$ cat config.mk
export PLATFORM = sky130hd
export DESIGN_NAME = rctrim_top
export DESIGN_NICKNAME = d
export VERILOG_FILES = /design/src/rtl/rctrim_ahb_slave.v /design/src/rtl/rctrim_irq.v /design/src/rtl/rctrim_top.v
export VERILOG_INCLUDE_DIRS = /design/src /design/src/rtl
export SDC_FILE = /design/constraint.sdc
export NUM_CORES = 1
export LEC_CHECK = 0
export ABC_AREA = 1
export BUFFER_PORTS_ARGS = -buffer_cell sky130_fd_sc_hd__buf_4
export CAP_MARGIN = 20
export CORE_MARGIN = 3
export CORE_UTILIZATION = 40
export CTS_BUF_LIST = sky130_fd_sc_hd__clkbuf_16
export CTS_CLUSTER_DIAMETER = 40
export DETAILED_ROUTE_END_ITERATION = 8
export GPL_ROUTABILITY_DRIVEN = 1
export PLACE_DENSITY = 0.8
export SLEW_MARGIN = 20
export SYNTH_ARGS = -nofsm -noshare
export SYNTH_HDL_FRONTEND = slang
export SYNTH_SLANG_ARGS = --single-unit
$ cat constraint.sdc
create_clock -name hclk -period 3.6 [get_ports hclk]
set_clock_uncertainty 0.2 [all_clocks]
set_input_delay 0 -clock hclk [delete_from_list [all_inputs] [get_ports hclk]]
set_output_delay 0 -clock hclk [all_outputs]
set_load 0.02 [all_outputs]
$ cat src/rtl/rctrim_regs.vh
// Constants for the RC trim and oscillator configuration block.
// Assumes inclusion by bare name from the rtl/ design files.
`ifndef RCTRIM_REGS_VH
`define RCTRIM_REGS_VH

// Register indices; byte address is four times the index
`define RCT_IDX_TRIM_HI     8'h18
`define RCT_IDX_TRIM_LO     8'h19
`define RCT_IDX_OSC_CFG     8'h1a
`define RCT_IDX_CONFIG_WRITE_LOCK        8'h1b
`define RCT_IDX_CLK_SEL     8'h20
`define RCT_IDX_FLAGS       8'h21
`define RCT_IDX_IRQ_STAT    8'h22
`define RCT_IDX_IRQ_EN      8'h23
`define RCT_IDX_IRQ_CLR     8'h24

// Address decode window
`define RCT_IDX_MSB         9
`define RCT_IDX_LSB         2

// Protection unlock key
`define RCT_CONFIG_WRITE_LOCK_KEY        8'h26

// Trim pair field layout (combined 16-bit view)
`define RCT_TC_MSB          15
`define RCT_TC_LSB          11
`define RCT_FREQ_MSB        9
`define RCT_FREQ_LSB        0
`define RCT_TC_DIR_BIT      4
`define RCT_TC_MAG_MSB      3

// Oscillator configuration fields
`define RCT_OSC_EN_BIT      7

// Own register fields
`define RCT_CLK_PLL_CLOCK_SELECT_BIT  0
`define RCT_FLG_LOCK_BIT    0
`define RCT_FLG_OSC_BIT     1

// Interrupt event positions
`define RCT_EVT_W           4
`define RCT_EVT_LOADED      0
`define RCT_EVT_LOCK        1
`define RCT_EVT_OSC         2
`define RCT_EVT_BLOCKED     3

// Reset values
`define RCT_RST_OSC_CFG     8'h00
`define RCT_RST_LOCK        1'b0
`define RCT_RST_PLL_CLOCK_SELECT      1'b1
`define RCT_RST_TC          5'h00
`define RCT_RST_FREQ        10'h000
`define RCT_TC_NEUTRAL      4'h0

`endif

$ cat src/rtl/rctrim_ahb_slave.v
// AHB-Lite slave front end: address capture, write strobe, wait state.
// Assumes a single master; hready is the bus ready fed back from hreadyout.
`timescale 1ns/10ps
`include "rctrim_regs.vh"

module rctrim_ahb_slave (
   // Clock and reset
   input  wire        hclk,
   input  wire        hresetn,
   // Bus address phase
   input  wire        hsel,
   input  wire [31:0] haddr,
   input  wire [1:0]  htrans,
   input  wire        hwrite,
   input  wire        hready,
   // Bus response
   output wire        hreadyout,
   output wire        hresp,
   // Register side
   output wire        rd_stb,
   output wire        wr_stb,
   output wire [7:0]  wr_idx
);
   reg        wr_ph_q;
   reg        wr_done_q;
   reg        wr_ok_q;
   reg  [7:0] wr_idx_q;
   wire       take;
   wire       aligned;

   assign take    = hsel & hready & htrans[1];
   assign aligned = (haddr[1:0] == 2'b00);

   // One wait state per write so a following read sees the new value
   assign hreadyout = ~(wr_ph_q & ~wr_done_q);
   assign hresp     = 1'b0;
   assign rd_stb    = take & ~hwrite;
   assign wr_stb    = wr_ph_q & ~wr_done_q & wr_ok_q;
   assign wr_idx    = wr_idx_q;

   always @(posedge hclk or negedge hresetn) begin
      if (!hresetn) begin
         wr_ph_q   <= 1'b0;
         wr_done_q <= 1'b0;
         wr_ok_q   <= 1'b0;
         wr_idx_q  <= 8'h00;
      end else if (wr_ph_q & ~wr_done_q) begin
         wr_done_q <= 1'b1;
      end else begin
         wr_ph_q   <= take & hwrite;
         wr_done_q <= 1'b0;
         if (take) begin
            wr_ok_q  <= aligned;
            wr_idx_q <= haddr[`RCT_IDX_MSB:`RCT_IDX_LSB];
         end
      end
   end
endmodule // rctrim_ahb_slave

$ cat src/rtl/rctrim_irq.v
// Sticky event status with enable mask and write-one-to-clear.
// Assumes one-cycle event pulses on hclk; set wins over clear.
`timescale 1ns/10ps
`include "rctrim_regs.vh"

module rctrim_irq (
   // Clock and reset
   input  wire                   hclk,
   input  wire                   hresetn,
   // Events and software access
   input  wire [`RCT_EVT_W-1:0]  evt,
   input  wire                   en_we,
   input  wire                   clr_we,
   input  wire [`RCT_EVT_W-1:0]  wdata,
   // State
   output wire [`RCT_EVT_W-1:0]  status,
   output wire [`RCT_EVT_W-1:0]  enable,
   output wire                   irq
);
   reg  [`RCT_EVT_W-1:0] stat_q;
   reg  [`RCT_EVT_W-1:0] en_q;
   reg                   irq_q;
   wire [`RCT_EVT_W-1:0] stat_d;

   assign stat_d = evt | (stat_q & ~(clr_we ? wdata : {`RCT_EVT_W{1'b0}}));
   assign status = stat_q;
   assign enable = en_q;
   assign irq    = irq_q;

   always @(posedge hclk or negedge hresetn) begin
      if (!hresetn) begin
         stat_q <= {`RCT_EVT_W{1'b0}};
         en_q   <= {`RCT_EVT_W{1'b0}};
         irq_q  <= 1'b0;
      end else begin
         stat_q <= stat_d;
         if (en_we) begin
            en_q <= wdata;
         end
         irq_q  <= |(stat_d & (en_we ? wdata : en_q));
      end
   end
endmodule // rctrim_irq

$ cat src/rtl/rctrim_top.v
// RC reference trim and external oscillator configuration registers.
// Assumes AHB-Lite access on hclk, factory trim word stable at reset release,
// and asynchronous analog lock and stable indications.
//
// Behaviour
// - After reset release, factory trim word loads into both trim registers.
// - Trim registers always readable; writes accepted only while write lock clear.
// - Accepted trim write with PLL select set clears lock and stable flags.
// - Temperature-coefficient trim sits in bits 15..11, high byte at 0x18.
// - Frequency trim in bits 9..0, low byte at 0x19, drives oscillator.
// - Coefficient value zero or top-bit-only disables compensation.
// - Top coefficient bit picks direction, lower four bits the magnitude.
// - Oscillator config always readable; writes need lock clear and PLL select.
// - Each accepted oscillator config write clears lock and stable flags.
// - Protection write of 0x26 clears write lock; other writes set it.
// - Config bit 7 enables external oscillator; stable flag qualifies it.
`timescale 1ns/10ps
`include "rctrim_regs.vh"

module rctrim_top (
   // Clock and reset
   input  wire        hclk,
   input  wire        hresetn,
   // AHB-Lite slave
   input  wire        hsel,
   input  wire [31:0] haddr,
   input  wire [1:0]  htrans,
   input  wire        hwrite,
   input  wire [2:0]  hsize,
   input  wire [31:0] hwdata,
   input  wire        hready,
   output wire        hreadyout,
   output wire        hresp,
   output wire [31:0] hrdata,
   // Factory trim from nonvolatile memory
   input  wire [15:0] nvm_trim_value,
   // Analog status indications
   input  wire        pll_lock_raw,
   input  wire        osc_stable_raw,
   // Reference oscillator trim
   output wire [9:0]  rc_freq_trim,
   output wire [4:0]  temp_coeff_trim,
   output wire        tc_comp_enable,
   output wire        tc_raise,
   output wire [3:0]  tc_magnitude,
   // External oscillator and clock control
   output wire [7:0]  ext_osc_config,
   output wire        ext_osc_enable,
   output wire        ext_osc_pins_claimed,
   output wire        config_write_lock,
   output wire        pll_clock_select,
   output wire        requalify_pulse,
   // Status flags
   output wire        pll_lock_flag,
   output wire        osc_stable_flag,
   // Interrupt
   output wire        irq
);

   // Trim state
   reg  [4:0]  tc_q;
   reg  [4:0]  tc_d;
   reg  [9:0]  freq_q;
   reg  [9:0]  freq_d;
   reg         load_pend_q;

   // Configuration state
   reg  [7:0]  osc_q;
   reg  [7:0]  osc_d;
   reg         lock_q;
   reg         lock_d;
   reg         pll_clock_select_q;
   reg         pll_clock_select_d;
   reg         claimed_q;

   // Flags and synchronisers
   reg         lock_s1_q;
   reg         lock_s2_q;
   reg         lock_s3_q;
   reg         osc_s1_q;
   reg         osc_s2_q;
   reg         osc_s3_q;
   reg         pll_flag_q;
   reg         pll_flag_d;
   reg         osc_flag_q;
   reg         osc_flag_d;
   reg         requal_q;

   // Bus read data
   reg  [31:0] hrdata_q;
   reg  [31:0] rd_mux;

   // Bus front end
   wire        rd_stb;
   wire        wr_stb;
   wire [7:0]  wr_idx;
   wire [7:0]  rd_idx;
   wire [7:0]  wbyte;

   // Decoded writes
   wire        wr_hi;
   wire        wr_lo;
   wire        wr_osc;
   wire        wr_config_write_lock;
   wire        wr_clk;
   wire        wr_ien;
   wire        wr_iclr;
   wire        trim_ok;
   wire        osc_ok;
   wire        flag_clr;
   wire        blocked;
   wire        lock_rise;
   wire        osc_rise;

   // Interrupt unit
   wire [`RCT_EVT_W-1:0] evt;
   wire [`RCT_EVT_W-1:0] irq_stat;
   wire [`RCT_EVT_W-1:0] irq_en;

   // Neutral coefficient codes: magnitude zero in either direction
   function tc_neutral;
      input [4:0] tc;
      begin
         tc_neutral = (tc[`RCT_TC_MAG_MSB:0] == `RCT_TC_NEUTRAL);
      end
   endfunction

   // High byte of the trim pair; bit 10 is not stored
   function [7:0] trim_hi_byte;
      input [4:0] tc;
      input [9:0] freq;
      begin
         trim_hi_byte = {tc, 1'b0, freq[`RCT_FREQ_MSB:8]};
      end
   endfunction

   function idx_is;
      input [7:0] idx;
      input [7:0] target;
      begin
         idx_is = (idx == target);
      end
   endfunction

   rctrim_ahb_slave u_slave (
      .hclk      (hclk),
      .hresetn   (hresetn),
      .hsel      (hsel),
      .haddr     (haddr),
      .htrans    (htrans),
      .hwrite    (hwrite),
      .hready    (hready),
      .hreadyout (hreadyout),
      .hresp     (hresp),
      .rd_stb    (rd_stb),
      .wr_stb    (wr_stb),
      .wr_idx    (wr_idx)
   );

   assign rd_idx = haddr[`RCT_IDX_MSB:`RCT_IDX_LSB];
   assign wbyte  = hwdata[7:0];

   assign wr_hi   = wr_stb & idx_is(wr_idx, `RCT_IDX_TRIM_HI);
   assign wr_lo   = wr_stb & idx_is(wr_idx, `RCT_IDX_TRIM_LO);
   assign wr_osc  = wr_stb & idx_is(wr_idx, `RCT_IDX_OSC_CFG);
   assign wr_config_write_lock = wr_stb & idx_is(wr_idx, `RCT_IDX_CONFIG_WRITE_LOCK);
   assign wr_clk  = wr_stb & idx_is(wr_idx, `RCT_IDX_CLK_SEL);
   assign wr_ien  = wr_stb & idx_is(wr_idx, `RCT_IDX_IRQ_EN);
   assign wr_iclr = wr_stb & idx_is(wr_idx, `RCT_IDX_IRQ_CLR);

   assign trim_ok = ~lock_q;
   assign osc_ok  = ~lock_q & pll_clock_select_q;

   // Only writes that take effect disturb the flags
   assign flag_clr = ((wr_hi | wr_lo) & trim_ok & pll_clock_select_q)
                   | (wr_osc & osc_ok);

   assign blocked = ((wr_hi | wr_lo | wr_clk) & lock_q) | (wr_osc & ~osc_ok);

   assign lock_rise = lock_s2_q & ~lock_s3_q;
   assign osc_rise  = osc_s2_q & ~osc_s3_q;

   // Trim and configuration next state
   always @* begin
      tc_d     = tc_q;
      freq_d   = freq_q;
      osc_d    = osc_q;
      lock_d   = lock_q;
      pll_clock_select_d = pll_clock_select_q;
      if (load_pend_q) begin
         tc_d   = nvm_trim_value[`RCT_TC_MSB:`RCT_TC_LSB];
         freq_d = nvm_trim_value[`RCT_FREQ_MSB:`RCT_FREQ_LSB];
      end else begin
         if (wr_hi & trim_ok) begin
            tc_d         = wbyte[7:3];
            freq_d[9:8]  = wbyte[1:0];
         end
         if (wr_lo & trim_ok) begin
            freq_d[7:0]  = wbyte;
         end
      end
      if (wr_osc & osc_ok) begin
         osc_d = wbyte;
      end
      if (wr_config_write_lock) begin
         lock_d = (wbyte != `RCT_CONFIG_WRITE_LOCK_KEY);
      end
      if (wr_clk & ~lock_q) begin
         pll_clock_select_d = wbyte[`RCT_CLK_PLL_CLOCK_SELECT_BIT];
      end
   end

   // Flags: a rising indication wins over a clear in the same cycle
   always @* begin
      pll_flag_d = pll_flag_q;
      osc_flag_d = osc_flag_q;
      if (lock_rise) begin
         pll_flag_d = 1'b1;
      end else if (flag_clr | ~lock_s2_q) begin
         pll_flag_d = 1'b0;
      end
      if (osc_rise & osc_q[`RCT_OSC_EN_BIT]) begin
         osc_flag_d = 1'b1;
      end else if (flag_clr | ~osc_s2_q | ~osc_q[`RCT_OSC_EN_BIT]) begin
         osc_flag_d = 1'b0;
      end
   end

   // Read multiplexer, sampled in the address phase
   always @* begin
      rd_mux = 32'h0000_0000;
      case (rd_idx)
         `RCT_IDX_TRIM_HI:  rd_mux[7:0] = trim_hi_byte(tc_q, freq_q);
         `RCT_IDX_TRIM_LO:  rd_mux[7:0] = freq_q[7:0];
         `RCT_IDX_OSC_CFG:  rd_mux[7:0] = osc_q;
         `RCT_IDX_CONFIG_WRITE_LOCK:     rd_mux[0]   = lock_q;
         `RCT_IDX_CLK_SEL:  rd_mux[`RCT_CLK_PLL_CLOCK_SELECT_BIT] = pll_clock_select_q;
         `RCT_IDX_FLAGS: begin
            rd_mux[`RCT_FLG_LOCK_BIT] = pll_flag_q;
            rd_mux[`RCT_FLG_OSC_BIT]  = osc_flag_q;
         end
         `RCT_IDX_IRQ_STAT: rd_mux[`RCT_EVT_W-1:0] = irq_stat;
         `RCT_IDX_IRQ_EN:   rd_mux[`RCT_EVT_W-1:0] = irq_en;
         default:           rd_mux = 32'h0000_0000;
      endcase
      if (haddr[1:0] != 2'b00) begin
         rd_mux = 32'h0000_0000;
      end
   end

   always @(posedge hclk or negedge hresetn) begin
      if (!hresetn) begin
         tc_q        <= `RCT_RST_TC;
         freq_q      <= `RCT_RST_FREQ;
         load_pend_q <= 1'b1;
         osc_q       <= `RCT_RST_OSC_CFG;
         lock_q      <= `RCT_RST_LOCK;
         pll_clock_select_q    <= `RCT_RST_PLL_CLOCK_SELECT;
         claimed_q   <= 1'b0;
         requal_q    <= 1'b0;
         hrdata_q    <= 32'h0000_0000;
      end else begin
         tc_q        <= tc_d;
         freq_q      <= freq_d;
         load_pend_q <= 1'b0;
         osc_q       <= osc_d;
         lock_q      <= lock_d;
         pll_clock_select_q    <= pll_clock_select_d;
         requal_q    <= flag_clr;
         // Pins stay with the oscillator until the next reset
         if (osc_d[`RCT_OSC_EN_BIT]) begin
            claimed_q <= 1'b1;
         end
         if (rd_stb) begin
            hrdata_q <= rd_mux;
         end
      end
   end

   // Analog indications cross into hclk through two flops
   always @(posedge hclk or negedge hresetn) begin
      if (!hresetn) begin
         lock_s1_q  <= 1'b0;
         lock_s2_q  <= 1'b0;
         lock_s3_q  <= 1'b0;
         osc_s1_q   <= 1'b0;
         osc_s2_q   <= 1'b0;
         osc_s3_q   <= 1'b0;
         pll_flag_q <= 1'b0;
         osc_flag_q <= 1'b0;
      end else begin
         lock_s1_q  <= pll_lock_raw;
         lock_s2_q  <= lock_s1_q;
         lock_s3_q  <= lock_s2_q;
         osc_s1_q   <= osc_stable_raw;
         osc_s2_q   <= osc_s1_q;
         osc_s3_q   <= osc_s2_q;
         pll_flag_q <= pll_flag_d;
         osc_flag_q <= osc_flag_d;
      end
   end

   assign evt[`RCT_EVT_LOADED]  = load_pend_q;
   assign evt[`RCT_EVT_LOCK]    = pll_flag_d & ~pll_flag_q;
   assign evt[`RCT_EVT_OSC]     = osc_flag_d & ~osc_flag_q;
   assign evt[`RCT_EVT_BLOCKED] = blocked;

   rctrim_irq u_irq (
      .hclk    (hclk),
      .hresetn (hresetn),
      .evt     (evt),
      .en_we   (wr_ien),
      .clr_we  (wr_iclr),
      .wdata   (hwdata[`RCT_EVT_W-1:0]),
      .status  (irq_stat),
      .enable  (irq_en),
      .irq     (irq)
   );

   // Trim outputs to the reference oscillator
   assign rc_freq_trim    = freq_q;
   assign temp_coeff_trim = tc_q;
   assign tc_comp_enable  = ~tc_neutral(tc_q);
   assign tc_raise        = tc_q[`RCT_TC_DIR_BIT];
   assign tc_magnitude    = tc_q[`RCT_TC_MAG_MSB:0];

   // Oscillator and clock control outputs
   assign ext_osc_config       = osc_q;
   assign ext_osc_enable       = osc_q[`RCT_OSC_EN_BIT];
   assign ext_osc_pins_claimed = claimed_q;
   assign config_write_lock    = lock_q;
   assign pll_clock_select     = pll_clock_select_q;
   assign requalify_pulse      = requal_q;
   assign pll_lock_flag        = pll_flag_q;
   assign osc_stable_flag      = osc_flag_q;
   assign hrdata               = hrdata_q;

endmodule // rctrim_top

==> impl_metrics.tcl, run 1 <==
set metrics [dict create \
    status "completed" \
    syn_area_per_cell_sq_um 7.98 \
    place_inst 595 \
    htreeDepth 3 \
    syn2layout_area_growth_pct 39.5 \
    synth_top_family_by_area "simple AND/OR/NAND/NOR gates" \
    synth_edf_count 0 \
    crit_chain "inv_1, o21ai_4, nor2_1, a31oi_1, dlygate4sd3_1" \
    tightest_slew_ns 0.785 \
    coreArea_sq_mm 0.00793 \
    crit_path_end_kind "flop" \
    wl_mm 9.36 \
    powerDensity_mw_per_mm2 461 \
    synthMuxAreaShare_pct 0.638 \
    fmax_ghz 0.414 \
    synth-simple-area-share_pct 28.7 \
    ioPinCount 163 \
    r2r_end "rc_freq_trim[6]$_DFFE_PN0P_" \
    dpl_cell_area_sq_mm 0.00394 \
    drt-wirelength-per-cell_microns 14.3 \
    hp-class "input port to flop" \
    gp_congestion 0.907 \
    cts_root_buffer "clkbuf_16" \
    r2r-start "load_pend_q$_DFF_PN1_" \
    rrSetupSlack_ns 1.19 \
    hold_end "hrdata[0]$_DFFE_PN0P_" \
    cap_violations 0 \
    clock_latency_ns 0.33 \
    critical_path_class "flop to flop" \
    rsz0062_at_grt "false" \
    crit_slowest_cell "dfstp_2" \
    track_usage_pct 19.8 \
    synth_seq_area_share_pct 48.1 \
    ys_warn_count 0 \
    drive_above_1_share_pct 23.4 \
    p_leak_nw 2.40 \
    dp_hpwl_mm 6.66 \
    holdPathStages 7 \
    grt_overflow 0 \
    cts_setup_buffers 0 \
    cts_tree "done" \
    syn_inst 418 \
    syn_area_sq_mm 0.00333 \
    port-buffer-count 86 \
    grt_start_max_net_pins 65 \
    via_count 3164 \
    grt_pass1_vias 3078 \
    synth-xor-area-share_pct 0 \
    finalCritPeriodShare_pct 67.1 \
    ir_worst_vdd_mv 0.261 \
    power_w 0.00215 \
    cpPeakStageDelay_ns 0.74 \
    path_max_fanout 20 \
    cts_buffers 9 \
    final_util_pct 58.7 \
    viasPerCell 4.84 \
    initial_utilization_pct 42.1 \
    synth_top_flop_cell "dfrtp_1" \
    die_area_sq_mm 0.00947 \
    drv_slew 0 \
    nNetsFinal 638 \
    grt_pass1_wl_mm 15.0 \
    clk_pin_slew_ns 0.05 \
    grt_antenna_before_repair 1 \
    layout.cells.non_filler 654 \
    worstPathArrival_ns 2.47 \
    slew-limit-headroom_pct 47.7 \
    async_reset_ff_share_pct 100 \
    drtIter0Drc 271 \
    crit_required_ns 3.65 \
    cts_sinks 64 \
    fp-row-count 32 \
    ys_types 36 \
    detail_route.first_pass.iterations 6 \
    drc 0 \
    rr_worst_depth 5 \
    worstSetupStartpointType "flop" \
    cts_max_path_buffers 2 \
    ys_seq_elements 64 \
    synth-compound-area-share_pct 9.53 \
    period_needed_ns 2.41 \
    final_area_sq_mm 0.00465 \
    dieWidth_microns 97.3 \
    detail-route-antenna-nets 0 \
    hold_violations 0 \
    hp-start "hready" \
    setup_viol 0 \
    die_y_microns 97.3 \
    finalSetupTns_ns 0 \
    synthAdderAreaFrac_pct 0 \
]
-- critical path, delay by kind of cell (launching register included) --
kind,cells,cell delay (ns)
flops,1,0.74
compound gates,2,0.43
simple gates,1,0.09
buf+inv,2,0.88
-- sequential cells by signal, indices dropped and copies added, names as in the netlist, 4 cells and up --
register	flops
rc_freq_trim	10
temp_coeff_trim	5
ext_osc_config	8
u_irq.enable	4
u_slave.wr_idx	8
u_irq.status	4
hrdata	8
-- where the power goes --
group | internal (W) | total [W] | switching (W)
logic | 0.000173 | 0.000424 | 0.000251
registers | 0.000799 | 0.000886 | 0.0000870
clock network | 0.000529 | 0.000836 | 0.000308
total | 0.00150 | 0.00215 | 0.000646
-- what timing repair did --
action	CTS	global route
gates resized for setup	0	0
hold buffers	42	0
hold endpoints to repair	116	0
-- cell type report --
cell class              count  area (sq um)
fillers                   667          3280
flip-flops and latches     64          1600
multi-input cells         298          1390
repair buffers            128          1070
clock buffers               9           225
inverters                  45           169
well taps                 102           128
clock inverters             7          63.8
diodes                      1          2.50
-- kinds of logic after synthesis --
group,count (synthesis)
multiplexers,2
AND/OR/NAND/NOR,215
buffers and inverters,81
flip-flops,64
AO/OA/AOI/OAI,55
other,1
-- layout by cell type (no fill, tap or decap), types with 2 or more instances in the layout --
master	n
nand2_1	125
buf_4	86
dfrtp_1	62
inv_1	44
dlygate4sd3_1	42
nor2_1	38
conb_1	26
nand3_1	20
o21ai_0	18
a21oi_1	16
o21ai_1	9
clkbuf_16	9
nor2_2	6
nor3_1	6
a31oi_1	6
nand4_1	5
nor2_4	3
clkinv_2	3
inv_2	2
nand2_2	2
nand3_2	2
o21ai_4	2
a21oi_2	2
clkinvlp_4	2
dfstp_2	2
-- metrics by stage --
step / setup slack, ns / hold slack [ns]
detailed placement: 1.71 / -0.0892
CTS: 1.26 / 0.00783
global route: 1.08 / 0.110
floorplan: 2.00 / -0.496
global placement: 1.76 / -0.0909
finish: 1.19 / 0.00761
-- worst max-delay path by stage --
stage / to / from / cells after the start
floorplan: ext_osc_pins_claimed$_DFFE_PN0P_ / pll_clock_select$_DFFE_PN1P_ / 6
global placement: ext_osc_pins_claimed$_DFFE_PN0P_ / pll_clock_select$_DFFE_PN1P_ / 6
detailed placement: ext_osc_pins_claimed$_DFFE_PN0P_ / pll_clock_select$_DFFE_PN1P_ / 6
CTS: rc_freq_trim[7]$_DFFE_PN0P_ / u_slave.wr_idx[7]$_DFFE_PN0P_ / 8
global route: rc_freq_trim[7]$_DFFE_PN0P_ / load_pend_q$_DFF_PN1_ / 5
finish: rc_freq_trim[6]$_DFFE_PN0P_ / load_pend_q$_DFF_PN1_ / 5
-- Yosys cell counts, types with 2 or more instances --
cell type / count / area share [%]
nand3_2: 2 / 0.60
nor2_2: 6 / 1.1
inv_2: 2 / 0.23
a21oi_2: 2 / 0.53
nand2_1: 125 / 14
nor3_1: 6 / 0.90
inv_1: 43 / 4.8
dfrtp_1: 62 / 47
clkbuf_1: 2 / 0.23
nor2_1: 38 / 4.3
nand4_1: 5 / 0.94
buf_2: 2 / 0.30
o21ai_4: 2 / 0.98
a31oi_1: 6 / 1.1
nand3_1: 20 / 3.0
o21ai_0: 18 / 2.7
a21oi_1: 16 / 2.4
nand2_2: 2 / 0.38
nor2_4: 3 / 1.0
buf_4: 31 / 7.0
dfstp_2: 2 / 1.6
o21ai_1: 9 / 1.4
-- routing by layer --
metal  vias up  GRT usage, %  share of wire [%]
met5         -             0                  0
met4         0          9.48                3.2
met3        28          5.31                8.0
met2       153          33.4                 49
met1      1454          23.4                 40
li1       1529             -                  -
Note: power is estimated with default switching activity, not from simulation.
==> inputs of run 2 (changes only) <==
--- a/config.mk
+++ b/config.mk
@@ -6,7 +6,7 @@
 export SDC_FILE = /design/constraint.sdc
 export NUM_CORES = 1
 export LEC_CHECK = 0
-export ABC_AREA = 1
+export ABC_AREA = 0
 export BUFFER_PORTS_ARGS = -buffer_cell sky130_fd_sc_hd__buf_4
 export CAP_MARGIN = 20
 export CORE_MARGIN = 3
@@ -15,7 +15,7 @@
 export CTS_CLUSTER_DIAMETER = 40
 export DETAILED_ROUTE_END_ITERATION = 8
 export GPL_ROUTABILITY_DRIVEN = 1
-export PLACE_DENSITY = 0.8
+export PLACE_DENSITY = 0.83
 export SLEW_MARGIN = 20
 export SYNTH_ARGS = -nofsm -noshare
 export SYNTH_HDL_FRONTEND = slang
==> constraint.sdc (replaced) <==
create_clock -name hclk -period 2.15 [get_ports hclk]
set_clock_uncertainty 0.2 [all_clocks]
set_input_delay 0 -clock hclk [delete_from_list [all_inputs] [get_ports hclk]]
set_output_delay 0 -clock hclk [all_outputs]
set_load 0.02 [all_outputs]
==> run 2 against run 1 <==
Against the previous run:
- wire length down 5.9%
- via count down 15%
- non-clock buffer count up 9
- die area down 3.4%
- critical path type unchanged
- highest routed layer unchanged
==> impl_metrics.tcl, run 2 <==
set metrics [dict create \
    ir_worst_vdd_mv 0.416 \
    yosysMostFrequentCell "dfrtp_1" \
    dpl_cell_area_sq_mm 0.00385 \
    ioPinCount 163 \
    drv_slew 0 \
    crit_slowest_cell "dfrtp_1" \
    rr_worst_depth 7 \
    gp_congestion 0.856 \
    drive_above_1_share_pct 33.9 \
    syn_area_sq_mm 0.00321 \
    ys_seq_elements 64 \
    dp_hpwl_mm 5.82 \
    final_util_pct 59.1 \
    yosysTopAreaCellShare_pct 48.3 \
    place_inst 474 \
    grt_pass1_wl_mm 13.1 \
    port-buffer-count 86 \
    final_common_cell "buf_4" \
    setup_viol 0 \
    slew-limit-headroom_pct 45.6 \
    track_usage_pct 19.2 \
    coreArea_sq_mm 0.00777 \
    synth_edf_count 0 \
    power_w 0.00370 \
    powerDensity_mw_per_mm2 806 \
    dieWidth_microns 95.6 \
    finalCritPeriodShare_pct 99.5 \
    clock_latency_ns 0.32 \
    detail_route.first_pass.iterations 4 \
    hold_violations 0 \
    r2r-start "u_slave.wr_done_q$_DFF_PN0_" \
    cts_root_buffer "clkbuf_16" \
    r2r_end "temp_coeff_trim[0]$_DFFE_PN0P_" \
    rrSetupSlack_ns 0.01 \
    fmax_ghz 0.467 \
    initial_utilization_pct 41.4 \
    crit_required_ns 2.12 \
    syn2layout_area_growth_pct 42.8 \
    hp-class "input port to asynchronous set/reset pin" \
    rsz0062_at_grt "true" \
    crit_path_end_kind "flop" \
    cts_buffers 9 \
    drc 0 \
    cts_sinks 64 \
    htreeDepth 3 \
    final_area_sq_mm 0.00459 \
    largest_reg_flops 10 \
    async_reset_ff_share_pct 100 \
    wl_mm 8.80 \
    grt_overflow 0 \
    syn_area_per_cell_sq_um 10.8 \
    drtIter0Drc 242 \
    multi_input_area_sq_mm 0.00141 \
    p_leak_nw 2.08 \
    hold_slack_ns 0.124 \
    syn_inst 298 \
    synth_top_flop_cell "dfrtp_1" \
    critical_path_class "flop to flop" \
    viasPerCell 5.07 \
    ys_warn_count 0 \
    cts_max_path_buffers 2 \
    die_y_microns 95.6 \
    cts_tree "done" \
    fillers 611 \
    grt_start_max_net_pins 65 \
    diodes 0 \
    layout_common_cells "94 x buf_4, 62 x dfrtp_1, 39 x dlygate4sd3_1" \
    drt-wirelength-per-cell_microns 16.5 \
    period_needed_ns 2.14 \
    seqCellArea_sq_mm 0.00160 \
    cpPeakStageDelay_ns 0.41 \
    synth_largest_area_cell "dfrtp_1" \
    synth_seq_area_share_pct 49.9 \
    clk_pin_slew_ns 0.05 \
    via_count 2703 \
    grt_antenna_before_repair 0 \
    detail-route-antenna-nets 0 \
    tightest_slew_ns 0.817 \
    netlist_top_cells_count "62 x dfrtp_1, 33 x o21ai_0, 32 x nand2_1, 31 x buf_4, 22 x mux2_2" \
    worstPathArrival_ns 2.11 \
    crit_chain "nor4b_4, nand4_2, buf_6, nor3_2, buf_6, mux2i_1, o21ai_0" \
    grt_pass1_vias 2656 \
    layout.cells.non_filler 533 \
    worstSetupStartpointType "flop" \
    cap_violations 0 \
    fp-row-count 32 \
    nNetsFinal 518 \
    path_max_fanout 7 \
    status "completed" \
    die_area_sq_mm 0.00914 \
    synthTopCellsByArea "dfrtp_1 48%, mux2_2 7.7%, buf_4 7.2%" \
    ys_types 47 \
    cp_common_cell "buf_6" \
]
-- run 2: cell count changes after synthesis, sizes merged, moves of 4 or more --
cell,before,now
mux2i,1,20
a31oi,6,1
inv,45,3
nor2,47,10
nand2,128,32
nand3,23,4
o21ai,29,33
a21oi,18,6
mux2,1,23
clkbuf,2,11
a21boi,1,5
a22oi,0,4
-- run 2: logic make-up after synthesis --
family	count (synthesis)	share of synthesized area (%)
AND/OR/NAND/NOR	85	14.6
flip-flops	64	49.9
multiplexers	45	15.8
AO/OA/AOI/OAI	55	10.0
other	1	0.117
buffers and inverters	48	9.50
-- run 2: area by class of cell --
class | instances | share of cell area (%)
repair buffers | 137 | 25.1
clock inverters | 7 | 1.20
clock buffers | 9 | 4.91
well taps | 102 | 2.78
flip-flops and latches | 64 | 35.0
inverters | 3 | 0.245
multi-input cells | 211 | 30.8
-- run 2: report_power, final --
part,internal [W],switching [W],leakage (nW)
registers,0.00136,0.000188,0.770
logic,0.000400,0.000387,1.16
clock network,0.000875,0.000492,0.147
total,0.00263,0.00107,2.08
-- run 2: critical path, delay by kind of cell, from the launching register on --
family | cells | cell delay (ns)
flops | 1 | 0.41
mux | 1 | 0.25
compound gates | 1 | 0.14
simple gates | 3 | 0.64
buf+inv | 2 | 0.35
-- run 2: how the worst max path moves through the flow --
stage / depth (start not counted) / slack [ns] / end / start
finish: 7 / 0.01 / temp_coeff_trim[0]$_DFFE_PN0P_ / u_slave.wr_done_q$_DFF_PN0_
global route: 7 / -0.06 / rc_freq_trim[2]$_DFFE_PN0P_ / u_slave.wr_done_q$_DFF_PN0_
CTS: 7 / 0.01 / rc_freq_trim[2]$_DFFE_PN0P_ / u_slave.wr_idx[7]$_DFFE_PN0P_
detailed placement: 7 / -0.03 / rc_freq_trim[2]$_DFFE_PN0P_ / u_slave.wr_done_q$_DFF_PN0_
global placement: 7 / 0.01 / rc_freq_trim[4]$_DFFE_PN0P_ / u_slave.wr_done_q$_DFF_PN0_
floorplan: 6 / 0.01 / ext_osc_pins_claimed$_DFFE_PN0P_ / u_slave.wr_done_q$_DFF_PN0_
-- run 2: per-layer routing --
metal / track usage, % / part of all wire [%] / vias to the layer above
met4: 9.48 / 3.0 / 0
met2: 30.9 / 49 / 115
met3: 4.74 / 6.6 / 23
li1: - / - / 1255
met5: 0 / 0 / -
met1: 23.9 / 41 / 1310
-- run 2: per-stage QoR --
step	TNS, ns	setup slack, ns
2_1_floorplan	0	0.0124
3_3_place_gp	0	0.00957
3_5_place_dp	-0.0923	-0.0338
4_1_cts	0	0.0134
5_1_grt	-0.352	-0.0626
6_report	0	0.00980
-- run 2: repair_timing --
item,in CTS,in global routing
pin swaps,3,3
cloned,0,0
endpoints found under the setup margin,9,9
resized for setup,3,6
endpoints found under the hold margin,117,0
hold buffers,39,0
buffers inserted,1,3
==> inputs of run 3 (changes only) <==
--- a/config.mk
+++ b/config.mk
@@ -7,15 +7,15 @@
 export NUM_CORES = 1
 export LEC_CHECK = 0
 export ABC_AREA = 0
-export BUFFER_PORTS_ARGS = -buffer_cell sky130_fd_sc_hd__buf_4
 export CAP_MARGIN = 20
 export CORE_MARGIN = 3
 export CORE_UTILIZATION = 40
 export CTS_BUF_LIST = sky130_fd_sc_hd__clkbuf_16
 export CTS_CLUSTER_DIAMETER = 40
 export DETAILED_ROUTE_END_ITERATION = 8
+export DONT_BUFFER_PORTS = 1
 export GPL_ROUTABILITY_DRIVEN = 1
-export PLACE_DENSITY = 0.83
+export PLACE_DENSITY_LB_ADDON = 0.12
 export SLEW_MARGIN = 20
 export SYNTH_ARGS = -nofsm -noshare
 export SYNTH_HDL_FRONTEND = slang
==> run 3 against run 2 <==
Against the previous run:
- setup slack improved by 0.041 ns
- global-route usage up 0.14 points
- sequential share of layout area increased by 5.3 points
- wire length down 8.0%
- critical path depth fell by 2
- design area fell by 13%
- largest cell class unchanged
==> impl_metrics.tcl, run 3 (synthesized netlist as in run 2, its figures left out) <==
set metrics [dict create \
    rr_worst_depth 5 \
    fmax_ghz 0.476 \
    cts_buffers 9 \
    rrSetupSlack_ns 0.05 \
    cts_setup_buffers 0 \
    clk_pin_slew_ns 0.06 \
    period_needed_ns 2.10 \
    worstPathArrival_ns 2.12 \
    p_leak_nw 1.67 \
    status "completed" \
    path_max_fanout 2 \
    drive_above_1_share_pct 18.7 \
    layout.cells.non_filler 449 \
    r2r-start "u_slave.wr_done_q$_DFF_PN0_" \
    cts_root_buffer "clkbuf_16" \
    ir_worst_vdd_mv 0.580 \
    port-buffer-count 0 \
    slew-limit-headroom_pct 50.1 \
    place_inst 393 \
    layout_common_cells "62 x dfrtp_1, 39 x dlygate4sd3_1, 32 x nand2_1, 32 x o21ai_0, 26 x conb_1" \
    grt_antenna_before_repair 0 \
    dp_hpwl_mm 5.49 \
    grt_overflow 0 \
    hold_end "hrdata[1]$_DFFE_PN0P_" \
    die_area_sq_mm 0.00914 \
    cts_tree "done" \
    ioPinCount 163 \
    dpl_cell_area_sq_mm 0.00326 \
    rsz0062_at_grt "true" \
    cts_max_path_buffers 2 \
    r2r_end "ext_osc_pins_claimed$_DFFE_PN0P_" \
    powerDensity_mw_per_mm2 905 \
    hp-start "haddr[2]" \
    track_usage_pct 19.3 \
    largest_reg_flops 10 \
    drt-wirelength-per-cell_microns 18.0 \
    die_y_microns 95.6 \
    cap_violations 0 \
    viasPerCell 5.06 \
    htreeDepth 3 \
    holdPathStages 4 \
    finalCritPeriodShare_pct 97.6 \
    drv_slew 0 \
    hold_violations 0 \
    coreArea_sq_mm 0.00777 \
    wl_mm 8.09 \
    crit_path_end_kind "flop" \
    crit_required_ns 2.17 \
    tightest_slew_ns 0.747 \
    initial_utilization_pct 41.4 \
    syn2layout_area_growth_pct 23.9 \
    final_area_sq_mm 0.00398 \
    grt_pass1_vias 2312 \
    fp-row-count 32 \
    drtIter0Drc 108 \
    detail-route-antenna-nets 0 \
    gp_congestion 0.742 \
    diodes 0 \
    dieWidth_microns 95.6 \
    fillers 734 \
    hp-class "input port to flop" \
    grt_start_max_net_pins 65 \
    worstSetupStartpointType "flop" \
    setup_viol 0 \
    critical_path_class "flop to flop" \
    drc 0 \
    final_common_cell "dfrtp_1" \
    clock_latency_ns 0.33 \
    grt_pass1_wl_mm 12.8 \
    cts_sinks 64 \
    detail_route.first_pass.iterations 4 \
    via_count 2273 \
    nNetsFinal 434 \
]
==> run 3: changes by cell type in the layout (fill, tap and decap cells not counted), moves of 2 or more <==
cell,previous run,this run
buf_4,94,11
buf_6,3,1
clkinv_1,2,0
clkinv_4,0,2
clkinvlp_4,0,2
inv_1,5,3
o21ai_0,30,32
o21ai_1,3,1
==> run 3: power by group <==
group | total (W) | internal (W) | switching (W) | leakage, nW
clock | 0.00143 | 0.000895 | 0.000537 | 0.141
sequential | 0.00159 | 0.00135 | 0.000238 | 0.770
combinational | 0.000580 | 0.000298 | 0.000283 | 0.755
==> run 3: cell type report <==
type | count | area, sq um | share of cell area, %
Clock buffer | 9 | 225 | 5.66
Clock inverter | 7 | 72.6 | 1.82
Inverter | 3 | 11.3 | 0.283
Multi-Input combinational cell | 211 | 1410 | 35.4
Sequential cell | 64 | 1600 | 40.3
Tap cell | 102 | 128 | 3.21
Timing Repair Buffer | 53 | 532 | 13.4
==> run 3: worst max-delay path by stage <==
stage / depth (start not counted) / end / slack (ns) / startpoint
after floorplan: 6 / ext_osc_pins_claimed$_DFFE_PN0P_ / 0.01 / u_slave.wr_done_q$_DFF_PN0_
after global placement: 5 / ext_osc_pins_claimed$_DFFE_PN0P_ / 0.04 / u_slave.wr_done_q$_DFF_PN0_
after detailed placement: 7 / rc_freq_trim[0]$_DFFE_PN0P_ / 0.04 / u_slave.wr_done_q$_DFF_PN0_
after CTS: 5 / ext_osc_pins_claimed$_DFFE_PN0P_ / 0.03 / u_slave.wr_done_q$_DFF_PN0_
after global routing: 7 / rc_freq_trim[3]$_DFFE_PN0P_ / -0.04 / u_slave.wr_done_q$_DFF_PN0_
final: 5 / ext_osc_pins_claimed$_DFFE_PN0P_ / 0.05 / u_slave.wr_done_q$_DFF_PN0_
==> run 3: routing by layer <==
metal / track usage (%) / vias to the layer above / routed length, microns
li1: - / 1087 / -
met1: 25.6 / 1083 / 3560
met2: 29.9 / 92 / 3780
met3: 6.08 / 11 / 636
met4: 6.40 / 0 / 116
met5: 0 / - / 0
==> run 3: what timing repair did <==
action	in CTS	in global routing
endpoints found under the hold margin	119	0
resized for setup	0	3
hold buffers	40	0
endpoints found under the setup margin	0	12
==> run 3: worst max-delay path, stage by stage (launching register included) <==
cell	delay, ns
dfrtp_1	0.40
nor4b_4	0.32
nand4_2	0.12
or3_1	0.41
mux2_4	0.33
or2_1	0.21
==> run 3: per-stage QoR <==
| step | hold slack (ns) | TNS [ns] | utilization, % | total power [W] | worst slack, ns |
|---|---|---|---|---|---|
| after detailed placement | -0.493 | 0 | 41.9 | 0.00206 | 0.0408 |
| after CTS | 0.00628 | 0 | 51.1 | 0.00364 | 0.0273 |
| final | 0.00657 | 0 | 51.3 | 0.00360 | 0.0510 |
| after floorplan | -0.496 | 0 | - | 0.00197 | 0.0124 |
| after global routing | 0.0209 | -0.177 | 51.3 | 0.00380 | -0.0381 |
| after global placement | -0.494 | 0 | 41.9 | 0.00205 | 0.0360 |
